File: config.mk
export PLATFORM = sky130hd
export DESIGN_NAME = mains_power_supervisor
export DESIGN_NICKNAME = d
export VERILOG_FILES = /design/src/hdl/mains_power_supervisor.v /design/src/hdl/mps_phase_gate.v
export VERILOG_INCLUDE_DIRS = /design/src /design/src/inc
export SDC_FILE = /design/constraint.sdc
export NUM_CORES = 1
export LEC_CHECK = 0
export BUFFER_PORTS_ARGS = -buffer_cell sky130_fd_sc_hd__clkbuf_2
export CAP_MARGIN = 20
export CORE_AREA = 8 8 277 279
export CTS_CLUSTER_SIZE = 8
export DETAILED_ROUTE_END_ITERATION = 8
export DIE_AREA = 0 0 285 287
export GPL_TIMING_DRIVEN = 1
export SLEW_MARGIN = 5
export SYNTH_ARGS = -nofsm -noshare
export SYNTH_HDL_FRONTEND = slang
export SYNTH_SLANG_ARGS = --single-unit
File: constraint.sdc
create_clock -name ref_clk -period 8.6 [get_ports ref_clk]
set_input_delay 0.86 -clock ref_clk [delete_from_list [all_inputs] [get_ports ref_clk]]
set_output_delay 0.86 -clock ref_clk [all_outputs]
set_load 0.01 [all_outputs]
File: src/inc/mps_consts.vh
// Constants for the mains power supervisor
`ifndef MPS_CONSTS_VH
`define MPS_CONSTS_VH
`define MPS_CLK_HZ          40000000
`define MPS_DIV_50HZ        3'h5
`define MPS_DIV_60HZ        3'h6
`define MPS_ZC_TIMEOUT_US   25000
`define MPS_ZC_TIMEOUT_CYC  ((`MPS_ZC_TIMEOUT_US * (`MPS_CLK_HZ / 1000000)))
`define MPS_FREQ_SPLIT_US   9100
`define MPS_FREQ_SPLIT_CYC  ((`MPS_FREQ_SPLIT_US * (`MPS_CLK_HZ / 1000000)))
`define MPS_HOLDUP_MS       20
`define MPS_HOLDUP_CYC      ((`MPS_HOLDUP_MS * (`MPS_CLK_HZ / 1000)))
`define MPS_RELEASE_MS      100
`define MPS_RELEASE_CYC     ((`MPS_RELEASE_MS * (`MPS_CLK_HZ / 1000)))
`define MPS_GATE_PULSE_US   100
`define MPS_GATE_PULSE_CYC  ((`MPS_GATE_PULSE_US * (`MPS_CLK_HZ / 1000000)))
`define MPS_BROWN_LIMIT_PCT 90
`define MPS_LEVEL_W         8
`define MPS_TARGET_LEVEL    8'hb0
`define MPS_DECAY_LEVEL     8'h20
`define MPS_STABLE_CROSSES  8'h10
`define MPS_CNT_W           24
`endif

File: src/hdl/mains_power_supervisor.v
// Mains power supervisor: firing, tick, failure and sequencing
// Contract
// - Tick is zero crossings divided by 10 for 50 Hz, 12 for 60 Hz.
// - Each gate fires at a phase angle after the detected zero crossing.
// - Optionally pick 50/60 Hz at startup by measuring crossing interval.
// - Crossing timeout declares mains failure and raises power-fail.
// - Gate conduction above a limit fraction signals brown-out power-fail.
// - While power-fail is raised all gates stay on continuously until reset asserts.
// - After power-fail wait the hold-up delay, then assert reset.
// - Once reset asserts, gates off until supplies decay below threshold.
// - Switch-off runs the same shutdown but indicates warm start.
// - When mains is stable, assert reset before supplies; cold start keeps its value.
// - Wait for crossing, enable three supplies in turn, later release reset.
`timescale 1ns/1ps
`default_nettype none
`include "mps_consts.vh"
module mains_power_supervisor #(
  parameter CNT_W        = `MPS_CNT_W,
  parameter LEVEL_W      = `MPS_LEVEL_W,
  parameter AUTO_FREQ    = 1,
  parameter ZC_TIMEOUT   = `MPS_ZC_TIMEOUT_CYC,
  parameter BROWN_PCT    = `MPS_BROWN_LIMIT_PCT,
  parameter HOLDUP       = `MPS_HOLDUP_CYC,
  parameter RELEASE      = `MPS_RELEASE_CYC,
  parameter DECAY_LEVEL  = `MPS_DECAY_LEVEL,
  parameter TARGET_LEVEL = `MPS_TARGET_LEVEL
) (
  input  wire               ref_clk,
  input  wire               sys_rst,
  input  wire               line_zero_cross_in,
  input  wire               freq60Strap,
  input  wire               powerSwitchOn,
  input  wire [LEVEL_W-1:0] raw_logic_supply_level,
  input  wire [LEVEL_W-1:0] raw_high_supply_level,
  output reg  [2:0]         rectGate,
  output reg                tick10Hz,
  output reg                powerFailIrq,
  output reg                systemReset,
  output reg                coldStart
);
  localparam [2:0] ST_WAIT_STABLE = 3'h0;
  localparam [2:0] ST_WAIT_CROSS  = 3'h1;
  localparam [2:0] ST_ENABLE      = 3'h2;
  localparam [2:0] ST_RUN         = 3'h3;
  localparam [2:0] ST_HOLDUP      = 3'h4;
  localparam [2:0] ST_DECAY       = 3'h5;
  localparam [CNT_W-1:0] TIMEOUT_C = ZC_TIMEOUT[CNT_W-1:0];
  localparam [CNT_W-1:0] HOLDUP_C  = HOLDUP[CNT_W-1:0];
  localparam [CNT_W-1:0] RELEASE_C = RELEASE[CNT_W-1:0];
  localparam             SPLIT_I   = `MPS_FREQ_SPLIT_CYC;
  localparam [CNT_W-1:0] SPLIT_C   = SPLIT_I[CNT_W-1:0];
  localparam [LEVEL_W-1:0] DECAY_C  = DECAY_LEVEL[LEVEL_W-1:0];
  localparam [LEVEL_W-1:0] TARGET_C = TARGET_LEVEL[LEVEL_W-1:0];

  // Two-stage synchronisers for pins
  reg [1:0] zcSync;
  reg [1:0] strapSync;
  reg [1:0] switchSync;
  reg       zcLast;
  always @(posedge ref_clk or posedge sys_rst) begin
    if (sys_rst) begin
      zcSync     <= 2'h0;
      strapSync  <= 2'h0;
      switchSync <= 2'h0;
      zcLast     <= 1'b0;
    end else begin
      zcSync     <= {zcSync[0], line_zero_cross_in};
      strapSync  <= {strapSync[0], freq60Strap};
      switchSync <= {switchSync[0], powerSwitchOn};
      zcLast     <= zcSync[1];
    end
  end
  wire crossPulse = zcSync[1] != zcLast;
  wire switchOn   = switchSync[1];

  // Crossing interval measurement and loss timeout
  reg [CNT_W-1:0] sinceCross;
  reg [CNT_W-1:0] halfPeriod;
  reg             mainsLost;
  always @(posedge ref_clk or posedge sys_rst) begin
    if (sys_rst) begin
      sinceCross <= {CNT_W{1'b0}};
      halfPeriod <= SPLIT_C;
      mainsLost  <= 1'b1;
    end else if (crossPulse) begin
      halfPeriod <= sinceCross;
      sinceCross <= {CNT_W{1'b0}};
      mainsLost  <= 1'b0;
    end else begin
      if (sinceCross != TIMEOUT_C) begin
        sinceCross <= sinceCross + 1'b1;
      end else begin
        mainsLost <= 1'b1;
      end
    end
  end

  // Frequency choice latched once after 16 stable crossings, strap or measured
  reg       freqKnown;
  reg       is60;
  reg [7:0] stableCount;
  always @(posedge ref_clk or posedge sys_rst) begin
    if (sys_rst) begin
      freqKnown   <= 1'b0;
      is60        <= 1'b0;
      stableCount <= 8'h00;
    end else begin
      if (mainsLost) begin
        stableCount <= 8'h00;
      end else if (crossPulse && stableCount != `MPS_STABLE_CROSSES) begin
        stableCount <= stableCount + 8'h01;
      end
      if (!freqKnown && stableCount == `MPS_STABLE_CROSSES) begin
        freqKnown <= 1'b1;
        if (AUTO_FREQ != 0) begin
          is60 <= halfPeriod < SPLIT_C;
        end else begin
          is60 <= strapSync[1];
        end
      end
    end
  end
  wire mainsStable = freqKnown && !mainsLost &&
                     stableCount == `MPS_STABLE_CROSSES;

  // 10 Hz tick: one full cycle is two crossings
  reg [3:0] tickCount;
  wire [3:0] tickLimit = is60 ? {`MPS_DIV_60HZ, 1'b0} : {`MPS_DIV_50HZ, 1'b0};
  always @(posedge ref_clk or posedge sys_rst) begin
    if (sys_rst) begin
      tickCount <= 4'h0;
      tick10Hz  <= 1'b0;
    end else begin
      tick10Hz <= 1'b0;
      if (crossPulse && freqKnown) begin
        if (tickCount == tickLimit - 4'h1) begin
          tickCount <= 4'h0;
          tick10Hz  <= 1'b1;
        end else begin
          tickCount <= tickCount + 4'h1;
        end
      end
    end
  end

  // Phase-angle regulation for the two regulated raw supplies
  wire [1:0]       phaseGate;
  wire [CNT_W-1:0] delayLogic;
  wire [CNT_W-1:0] delayHigh;
  mps_phase_gate #(.CNT_W(CNT_W), .LEVEL_W(LEVEL_W),
                   .PULSE(`MPS_GATE_PULSE_CYC)) uLogic (
    .ref_clk(ref_clk), .sys_rst(sys_rst), .crossPulse(crossPulse),
    .halfPeriod(halfPeriod), .level(raw_logic_supply_level),
    .target(TARGET_C), .gate(phaseGate[0]), .delay(delayLogic));
  mps_phase_gate #(.CNT_W(CNT_W), .LEVEL_W(LEVEL_W),
                   .PULSE(`MPS_GATE_PULSE_CYC)) uHigh (
    .ref_clk(ref_clk), .sys_rst(sys_rst), .crossPulse(crossPulse),
    .halfPeriod(halfPeriod), .level(raw_high_supply_level),
    .target(TARGET_C), .gate(phaseGate[1]), .delay(delayHigh));

  // Conduction fraction = 1 - delay/halfPeriod; brown-out if above limit
  wire [CNT_W+6:0] hpScaled  = halfPeriod * (7'd100 - BROWN_PCT[6:0]);
  wire [CNT_W+6:0] dlScaled  = {7'h00, delayLogic} * 7'd100;
  wire [CNT_W+6:0] dhScaled  = {7'h00, delayHigh} * 7'd100;
  wire             brownOut  = dlScaled < hpScaled || dhScaled < hpScaled;

  reg [2:0]       state;
  reg [CNT_W-1:0] timer;
  reg [1:0]       enIndex;
  reg [2:0]       enabled;
  always @(posedge ref_clk or posedge sys_rst) begin
    if (sys_rst) begin
      state        <= ST_WAIT_STABLE;
      timer        <= {CNT_W{1'b0}};
      enIndex      <= 2'h0;
      enabled      <= 3'h0;
      powerFailIrq <= 1'b0;
      systemReset  <= 1'b1;
      coldStart    <= 1'b1;
    end else begin
      case (state)
        ST_WAIT_STABLE: begin
          enabled <= 3'h0;
          if (mainsStable && switchOn) begin
            powerFailIrq <= 1'b0;
            systemReset  <= 1'b1;
            state        <= ST_WAIT_CROSS;
          end
        end
        ST_WAIT_CROSS: begin
          if (crossPulse) begin
            state   <= ST_ENABLE;
            enIndex <= 2'h0;
            timer   <= {CNT_W{1'b0}};
          end
        end
        ST_ENABLE: begin
          timer <= timer + 1'b1;
          if (crossPulse && enIndex != 2'h3) begin
            enabled[enIndex] <= 1'b1;
            enIndex          <= enIndex + 2'h1;
          end
          if (enIndex == 2'h3 && timer >= RELEASE_C) begin
            systemReset <= 1'b0;
            state       <= ST_RUN;
          end
          if (mainsLost) begin
            powerFailIrq <= 1'b1;
            coldStart    <= 1'b1;
            timer        <= {CNT_W{1'b0}};
            state        <= ST_HOLDUP;
          end
        end
        ST_RUN: begin
          if (mainsLost || brownOut || !switchOn) begin
            powerFailIrq <= 1'b1;
            coldStart    <= switchOn;
            timer        <= {CNT_W{1'b0}};
            state        <= ST_HOLDUP;
          end
        end
        ST_HOLDUP: begin
          timer <= timer + 1'b1;
          if (timer >= HOLDUP_C) begin
            systemReset <= 1'b1;
            enabled     <= 3'h0;
            state       <= ST_DECAY;
          end
        end
        ST_DECAY: begin
          if (raw_logic_supply_level <= DECAY_C &&
              raw_high_supply_level <= DECAY_C) begin
            state <= ST_WAIT_STABLE;
          end
        end
        default: state <= ST_WAIT_STABLE;
      endcase
    end
  end

  // Gate drive: full-on during power-fail, off during decay and while waiting for stable mains
  wire [2:0] phaseSel = {phaseGate[1], phaseGate[1], phaseGate[0]};
  always @(posedge ref_clk or posedge sys_rst) begin
    if (sys_rst) begin
      rectGate <= 3'h0;
    end else if (state == ST_DECAY || state == ST_WAIT_STABLE) begin
      rectGate <= 3'h0;
    end else if (powerFailIrq) begin
      rectGate <= 3'h7;
    end else begin
      rectGate <= enabled & phaseSel;
    end
  end
endmodule
`default_nettype wire

File: src/hdl/mps_phase_gate.v
// Phase-angle gate timer for one rectifier supply
`timescale 1ns/1ps
`default_nettype none
module mps_phase_gate #(
  parameter CNT_W   = 24,
  parameter LEVEL_W = 8,
  parameter PULSE   = 4000
) (
  input  wire               ref_clk,
  input  wire               sys_rst,
  input  wire               crossPulse,
  input  wire [CNT_W-1:0]   halfPeriod,
  input  wire [LEVEL_W-1:0] level,
  input  wire [LEVEL_W-1:0] target,
  output reg                gate,
  output reg  [CNT_W-1:0]   delay
);
  reg [CNT_W-1:0] sinceCross;
  reg [CNT_W-1:0] step;

  always @* begin
    step = halfPeriod >> 6;
  end

  // Delay tracks the level: low supply fires earlier, high fires later
  always @(posedge ref_clk or posedge sys_rst) begin
    if (sys_rst) begin
      sinceCross <= {CNT_W{1'b0}};
      delay      <= {CNT_W{1'b1}};
      gate       <= 1'b0;
    end else begin
      if (crossPulse) begin
        sinceCross <= {CNT_W{1'b0}};
        // Pull a reset or stale delay back inside the half cycle
        if (delay > halfPeriod) begin
          delay <= halfPeriod;
        end else if (level < target && delay > step) begin
          delay <= delay - step;
        end else if (level > target && delay < halfPeriod - step) begin
          delay <= delay + step;
        end
      end else if (sinceCross != {CNT_W{1'b1}}) begin
        sinceCross <= sinceCross + 1'b1;
      end
      gate <= (sinceCross >= delay) &&
              (sinceCross < delay + PULSE[CNT_W-1:0]);
    end
  end
endmodule
`default_nettype wire

Yosys cells after proc, flatten, opt, wreduce, memory -nomap -nowiden
Cells that the tools add are included.

Add/subtract/negate cells: 15. Multiply operators: 3. Order comparisons: 23. Equal/unequal tests: 24. Multiplexer cells: 52. Bitwise logic cells: 2. Reductions and logical operators: 44.

Operators with widths (count): 24-bit 2-to-1 mux (15); 24-bit by 1-bit adder with 24-bit output, second input constant (4); 24-bit < comparator (4); 24-bit one-hot mux with 4 select lines (1); 24-bit by 18-bit subtractor with 24-bit output (3); 31-bit by 28-bit < comparator with 1-bit output (2); 24-bit by 5-bit multiplier with 29-bit output, second input constant (2); 24-bit by 12-bit adder with 24-bit output, second input constant (2); 24-bit by 18-bit adder with 24-bit output (2); 24-bit greater-or-equal comparator (2); 24-bit by 18-bit > comparator with 1-bit output (2); 24-bit > comparator (2); 24-bit != test, second input constant (2); 3-bit 2-to-1 mux (12); 24-bit by 3-bit multiplier with 27-bit output, second input constant (1); 24-bit by 20-bit greater-or-equal comparator with 1-bit output, second input constant (1); 24-bit by 22-bit greater-or-equal comparator with 1-bit output, second input constant (1); 24-bit by 19-bit < comparator with 1-bit output, second input constant (1); 24-bit by 20-bit != test with 1-bit output, second input constant (1); 2-bit != test, second input constant (10); 3-bit one-hot mux with 6 select lines (1); 8-bit > comparator, second input constant (2); 8-bit by 6-bit less-or-equal comparator with 1-bit output, second input constant (2); 1-bit logical AND (16); 37 further kinds (72).

Register bits: 205. Input port bits: 21. Output and inout port bits: 7.

Depth between registers and ports, before layout
Word-level depth: 7. Depth in mapped cells: 29.

Hierarchy
A second synthesis with hierarchy kept.

Cell total of the unflattened synthesis: 3509. Area, all modules: 28383.5 um^2.

By module, submodules not included: mps_phase_gate (instances 2, cells each 998, area each 7832.5 um^2, sequential area each 1256.2 um^2); mains_power_supervisor (instances 1, cells each 1513, area each 12718.4 um^2, sequential area each 2692.6 um^2).

Worst setup path after synthesis
OpenSTA, ideal clock, no wires.

Kind: flip-flop to flip-flop. Start: register uLogic.delay[9]. End: register timer[12]. Setup time: 137 ps. Arrival time: 5989 ps. Data required time: 8463 ps. Path slack: 2474 ps. Stages on the path, launching flop included: 27. Path buffers: 1. Period minus slack after synthesis: 6126 ps. Cells stage by stage: dfstp_2 inv_1 ha_1 ha_1 inv_1 fa_1 inv_1 ha_1 a21oi_1 o211ai_1 o211ai_1 o221ai_1 a31o_2 a21o_1 a21oi_1 xnor2_1 ha_1 a21o_1 a211oi_1 o21ai_0 or4b_2 a211oi_1 and4_1 a2111oi_4 o21ai_2 buf_2 a31oi_1.

Word-level cells in the longest chain between the ends: 7.

Ends and longest elaborated chain: start: declaration (RTL line mps_phase_gate.v:16) `output reg [CNT_W-1:0] delay`; start signal: assignment (RTL line mps_phase_gate.v:29) `delay <= {CNT_W{1'b1}};`; start signal: assignment (RTL line mps_phase_gate.v:36) `delay <= halfPeriod;`; start signal: assignment (RTL line mps_phase_gate.v:38) `delay <= delay - step;`; 24-bit by 5-bit multiplier with 29-bit output (RTL line mains_power_supervisor.v:163) `wire [CNT_W+6:0] dlScaled = {7'h00, delayLogic} * 7'd100;`; 31-bit by 28-bit < comparator with 1-bit output (RTL line mains_power_supervisor.v:165) `wire brownOut = dlScaled < hpScaled || dhScaled < hpScaled;`; 1-bit logical OR (RTL line mains_power_supervisor.v:165); 1-bit logical OR (2 in a row) (RTL line mains_power_supervisor.v:215) `if (mainsLost || brownOut || !switchOn) begin`; 2-bit != test (no line); 3-bit AND reduction (no line); end signal: assignment (RTL line mains_power_supervisor.v:210) `timer <= {CNT_W{1'b0}};`; end signal: assignment (RTL line mains_power_supervisor.v:218) `timer <= {CNT_W{1'b0}};`; end signal: assignment (RTL line mains_power_supervisor.v:223) `timer <= timer + 1'b1;`; end: declaration (RTL line mains_power_supervisor.v:168) `reg [CNT_W-1:0] timer;`.

No other way between the ends. A chain may end at the register's enable or synchronous reset.

Final worst setup path
Start: register halfPeriod[2]. End: register timer[3].

Word-level cells in the longest chain between the ends: 7. Elaborated cells on any way between the ends: 8. Those cells by class: 1 x mul; 2 x order compare; 1 x eq/ne; 4 x reduce/logical.

Ends and longest elaborated chain: start: declaration (RTL line mains_power_supervisor.v:78) `reg [CNT_W-1:0] halfPeriod;`; start signal: assignment (RTL line mains_power_supervisor.v:86) `halfPeriod <= sinceCross;`; 24-bit by 3-bit multiplier with 27-bit output (*) (RTL line mains_power_supervisor.v:162) `wire [CNT_W+6:0] hpScaled = halfPeriod * (7'd100 - BROWN_PCT[6:0]);`; 31-bit by 28-bit < comparator with 1-bit output (RTL line mains_power_supervisor.v:165); 1-bit logical OR (*) (RTL line mains_power_supervisor.v:165); 1-bit logical OR (*) (2 in a row) (RTL line mains_power_supervisor.v:215); 2-bit != test (no line) (*); 3-bit AND reduction (no line) (*).

Mark *: on every way between the ends. The rest lies on a longest branch, timed or not.

==> results.ini <==
[clocking]
cts_sinks=205
h-tree-depth=1
clk_pin_slew_ns=0.06
clockRootBuffer=clkbuf_16
cts_made_buffers=31
postCtsResizedCells=0
clockBufferDepth=3
postCtsSetupRepairBufs=0
cts_tree=yes
holdBufCountCts=0
clk_latency_ns=0.61

[yosys]
synth-simple-area-share_pct=16.5
ys_seq_elements=205
synth_fa_ha_area_share_pct=29.7
synthArstFlopShare_pct=100
syn_inst=3187
synth_top_cell_area_share_pct=26.4
yosysTopAreaCell=ha_1
synthTopCellsByArea=ha_1, dfrtp_1, dfstp_2
synth_compound_area_share_pct=20.6
yosys_warnings=0
netlist_area_um2=26600
yosysMostFrequentCell=ha_1
synth.distinct_cells=82
syn-num-nets=3812
synth_edf_count=0
synth_top_family_by_area=adder cells
synth_common_cells=ha_1, inv_1, nor2_1
yosys_most_used_dff=dfrtp_1
muxShareOfSynthArea_pct=1.34
yosysSeqAreaShare_pct=19.6
syn_avg_cell_area_um2=8.34
synth_xor_area_share_pct=6.76

[pwr]
vdd_drop_max_mv=0.250
p_seq_share_pct=14.2
leakage_uw=0.0137
swShare_pct=52.6
pwr-share-comb_pct=75.5
p_per_area_nw_per_um2=408
switchingPower_uw=6160
p_clk_share_pct=10.4
p_int_uw=5550
p_total_uw=11700

[drt]
drc=0
ant_nets=0
dr.pass1.iters=6
drt_iter0_markers=1575
routed_wl_um=81000
routedWlPerCell_um=19.4
viasPerCell=5.62
via_count=23500

[setup_path]
cpLargestDelayFamily=compound AO/OA/AOI/OAI gates
crit_arrival_ns=7.59
reg2reg_depth=24
cp-start-kind=flip-flop
r2r_start=halfPeriod[2]
cp_num_buf_inv=1
path_class=flip-flop to flip-flop
crit_chain=ha_1 -> ha_1 -> a21o_1 -> a21oi_1 -> o21ai_0 -> a221oi_1 -> o211ai_1 -> o311ai_0 -> a21oi_1 -> a211oi_1 -> o21bai_1 -> o21ai_0 -> ha_1 -> nand2_1 -> nor2_1 -> a32oi_1 -> o21ai_0 -> or4b_2 -> a211oi_1 -> and4_1 -> a2111oi_4 -> o21ai_2 -> buf_4 -> o211ai_1
path_depth=24
slowest_delay_ns=0.67
worstPathRequired_ns=9.07
cp_slowest_cell=or4b_2
path_max_fanout=24
cp-startpoint=halfPeriod[2]
critPathCaptureType=flip-flop

[layout]
layout.nets=3816
fillCellCount=7388
antennaDiodeCount=0
fin_util_pct=39.7
area_growth_pct=8.15
layout-drive-gt1-share_pct=5.50

[sta]
finalHoldViolations=0
period_share_pct=82.9
worst_slack_ns=1.47
worstMarginPinSlew_ns=0.889
rsz0062_at_grt=no
finClkSkew_ns=0.0164
slew_viol_final=0
setup_viol=0
fin_tns_setup_ns=0
max_freq_mhz=140
finalCriticalPeriod_ns=7.13
slew_headroom_pct=40.2

[job]
drv_cap=0

[global_routing]
grt_pass1_vias=22600
grt_pass1_wl_um=127000
antenna_found_initial=1
grt_use_total_pct=19.3
grt_max_degree=112
overflow=0

[worst_hold_path]
hp-start=switchSync[0]
hold_depth=0
holdCritPathClass=flip-flop to flip-flop

[floorplanning]
ios=28
rows=99
die-area_um2=81800
die_y_um=287
coreArea_um2=72300
die_width_um=285
initial_core_util_pct=36.7

[placement]
hpwl_um=63400
pre_cts_ws_ns=1.53
gp_congestion=0.942
port_buffers=26

[status]
outcome=complete, no violations

logic make-up (layout without fill, tap and decap cells):
family / count (synthesis) / after routing
and+or+nand+nor: 909 / 909
AOI/OAI and AO/OA: 843 / 843
adders and majority gates: 604 / 604
buffers and inverters: 386 / 415
xor gates and xnor gates: 205 / 205
DFF: 205 / 205
muxes: 35 / 35
final timing paths:
kind                       slack [ns]              end
setup reg to reg                 1.47         timer[3]
max in group asynchronous        6.25  uLogic.delay[7]
hold reg to reg                  0.35    switchSync[1]
min in group asynchronous        0.39        timer[10]
setup / recovery                 1.47         timer[3]
hold / removal                   0.35    switchSync[1]
metal layers:
metal / share of wire, % / track usage (%) / vias up
li1: - / - / 11500
met1: 46 / 26.2 / 11200
met2: 45 / 31.7 / 641
met3: 5.2 / 1.76 / 143
met4: 4.1 / 7.14 / 0
met5: 0 / 0 / -
metrics by stage:
step | instance area (µm²) | hold WS [ns] | std cells
global placement | 27800 | 0.335 | 4116
global route | 28700 | 0.350 | 4175
CTS | 28700 | 0.330 | 4174
floorplan | 26600 | 0.331 | 3187
finish | 28700 | 0.353 | 4175
detailed placement | 27800 | 0.343 | 4116
registers in the layout (all words and copies together), names as in the netlist, 3 cells and up:
name / cells
state: 3
uHigh.sinceCross: 24
uHigh.delay: 24
timer: 24
tickCount: 4
uLogic.delay: 24
stableCount: 8
halfPeriod: 24
enabled: 3
rectGate: 3
sinceCross: 24
uLogic.sinceCross: 24
layout make-up:
type | instances | area (µm²) | share of cell area, %
Multi-Input combinational cell | 2596 | 19900 | 69.4
Sequential cell | 205 | 5200 | 18.1
Tap cell | 959 | 1200 | 4.18
Inverter | 312 | 1180 | 4.10
Clock buffer | 55 | 886 | 3.08
Timing Repair Buffer | 45 | 270 | 0.941
Clock inverter | 3 | 55.1 | 0.192
cell usage in the layout, fill, tap and decap left out, types with 23 or more instances in the layout:
cell type  Yosys  final
a211oi_1      42     42
a21o_1        95     95
a21oi_1      218    218
a31oi_1       47     46
and3_1        38     38
clkbuf_16      0     31
clkbuf_2       0     27
dfrtp_1      145    145
dfstp_2       60     60
fa_1          44     44
ha_1         560    560
inv_1        312    311
mux2i_1       31     31
nand2_1      230    230
nand2b_1      29     29
nand3_1       84     84
nand4_1       64     64
nor2_1       256    256
nor2b_1       40     40
nor3_1        56     56
o21a_1        43     43
o21ai_0      194    194
o31ai_1       23     23
or3_1         36     36
xnor2_1      123    122
xor2_1        82     81
power groups by stage:
stage,clock [µW],combinational [µW],sequential [µW]
global route,1280,9990,1690
global placement,0,8670,1660
detailed placement,0,8740,1660
CTS,1250,8820,1650
finish,1210,8840,1660
floorplan,0,6600,1460
Power figures use the tool's default switching activity.
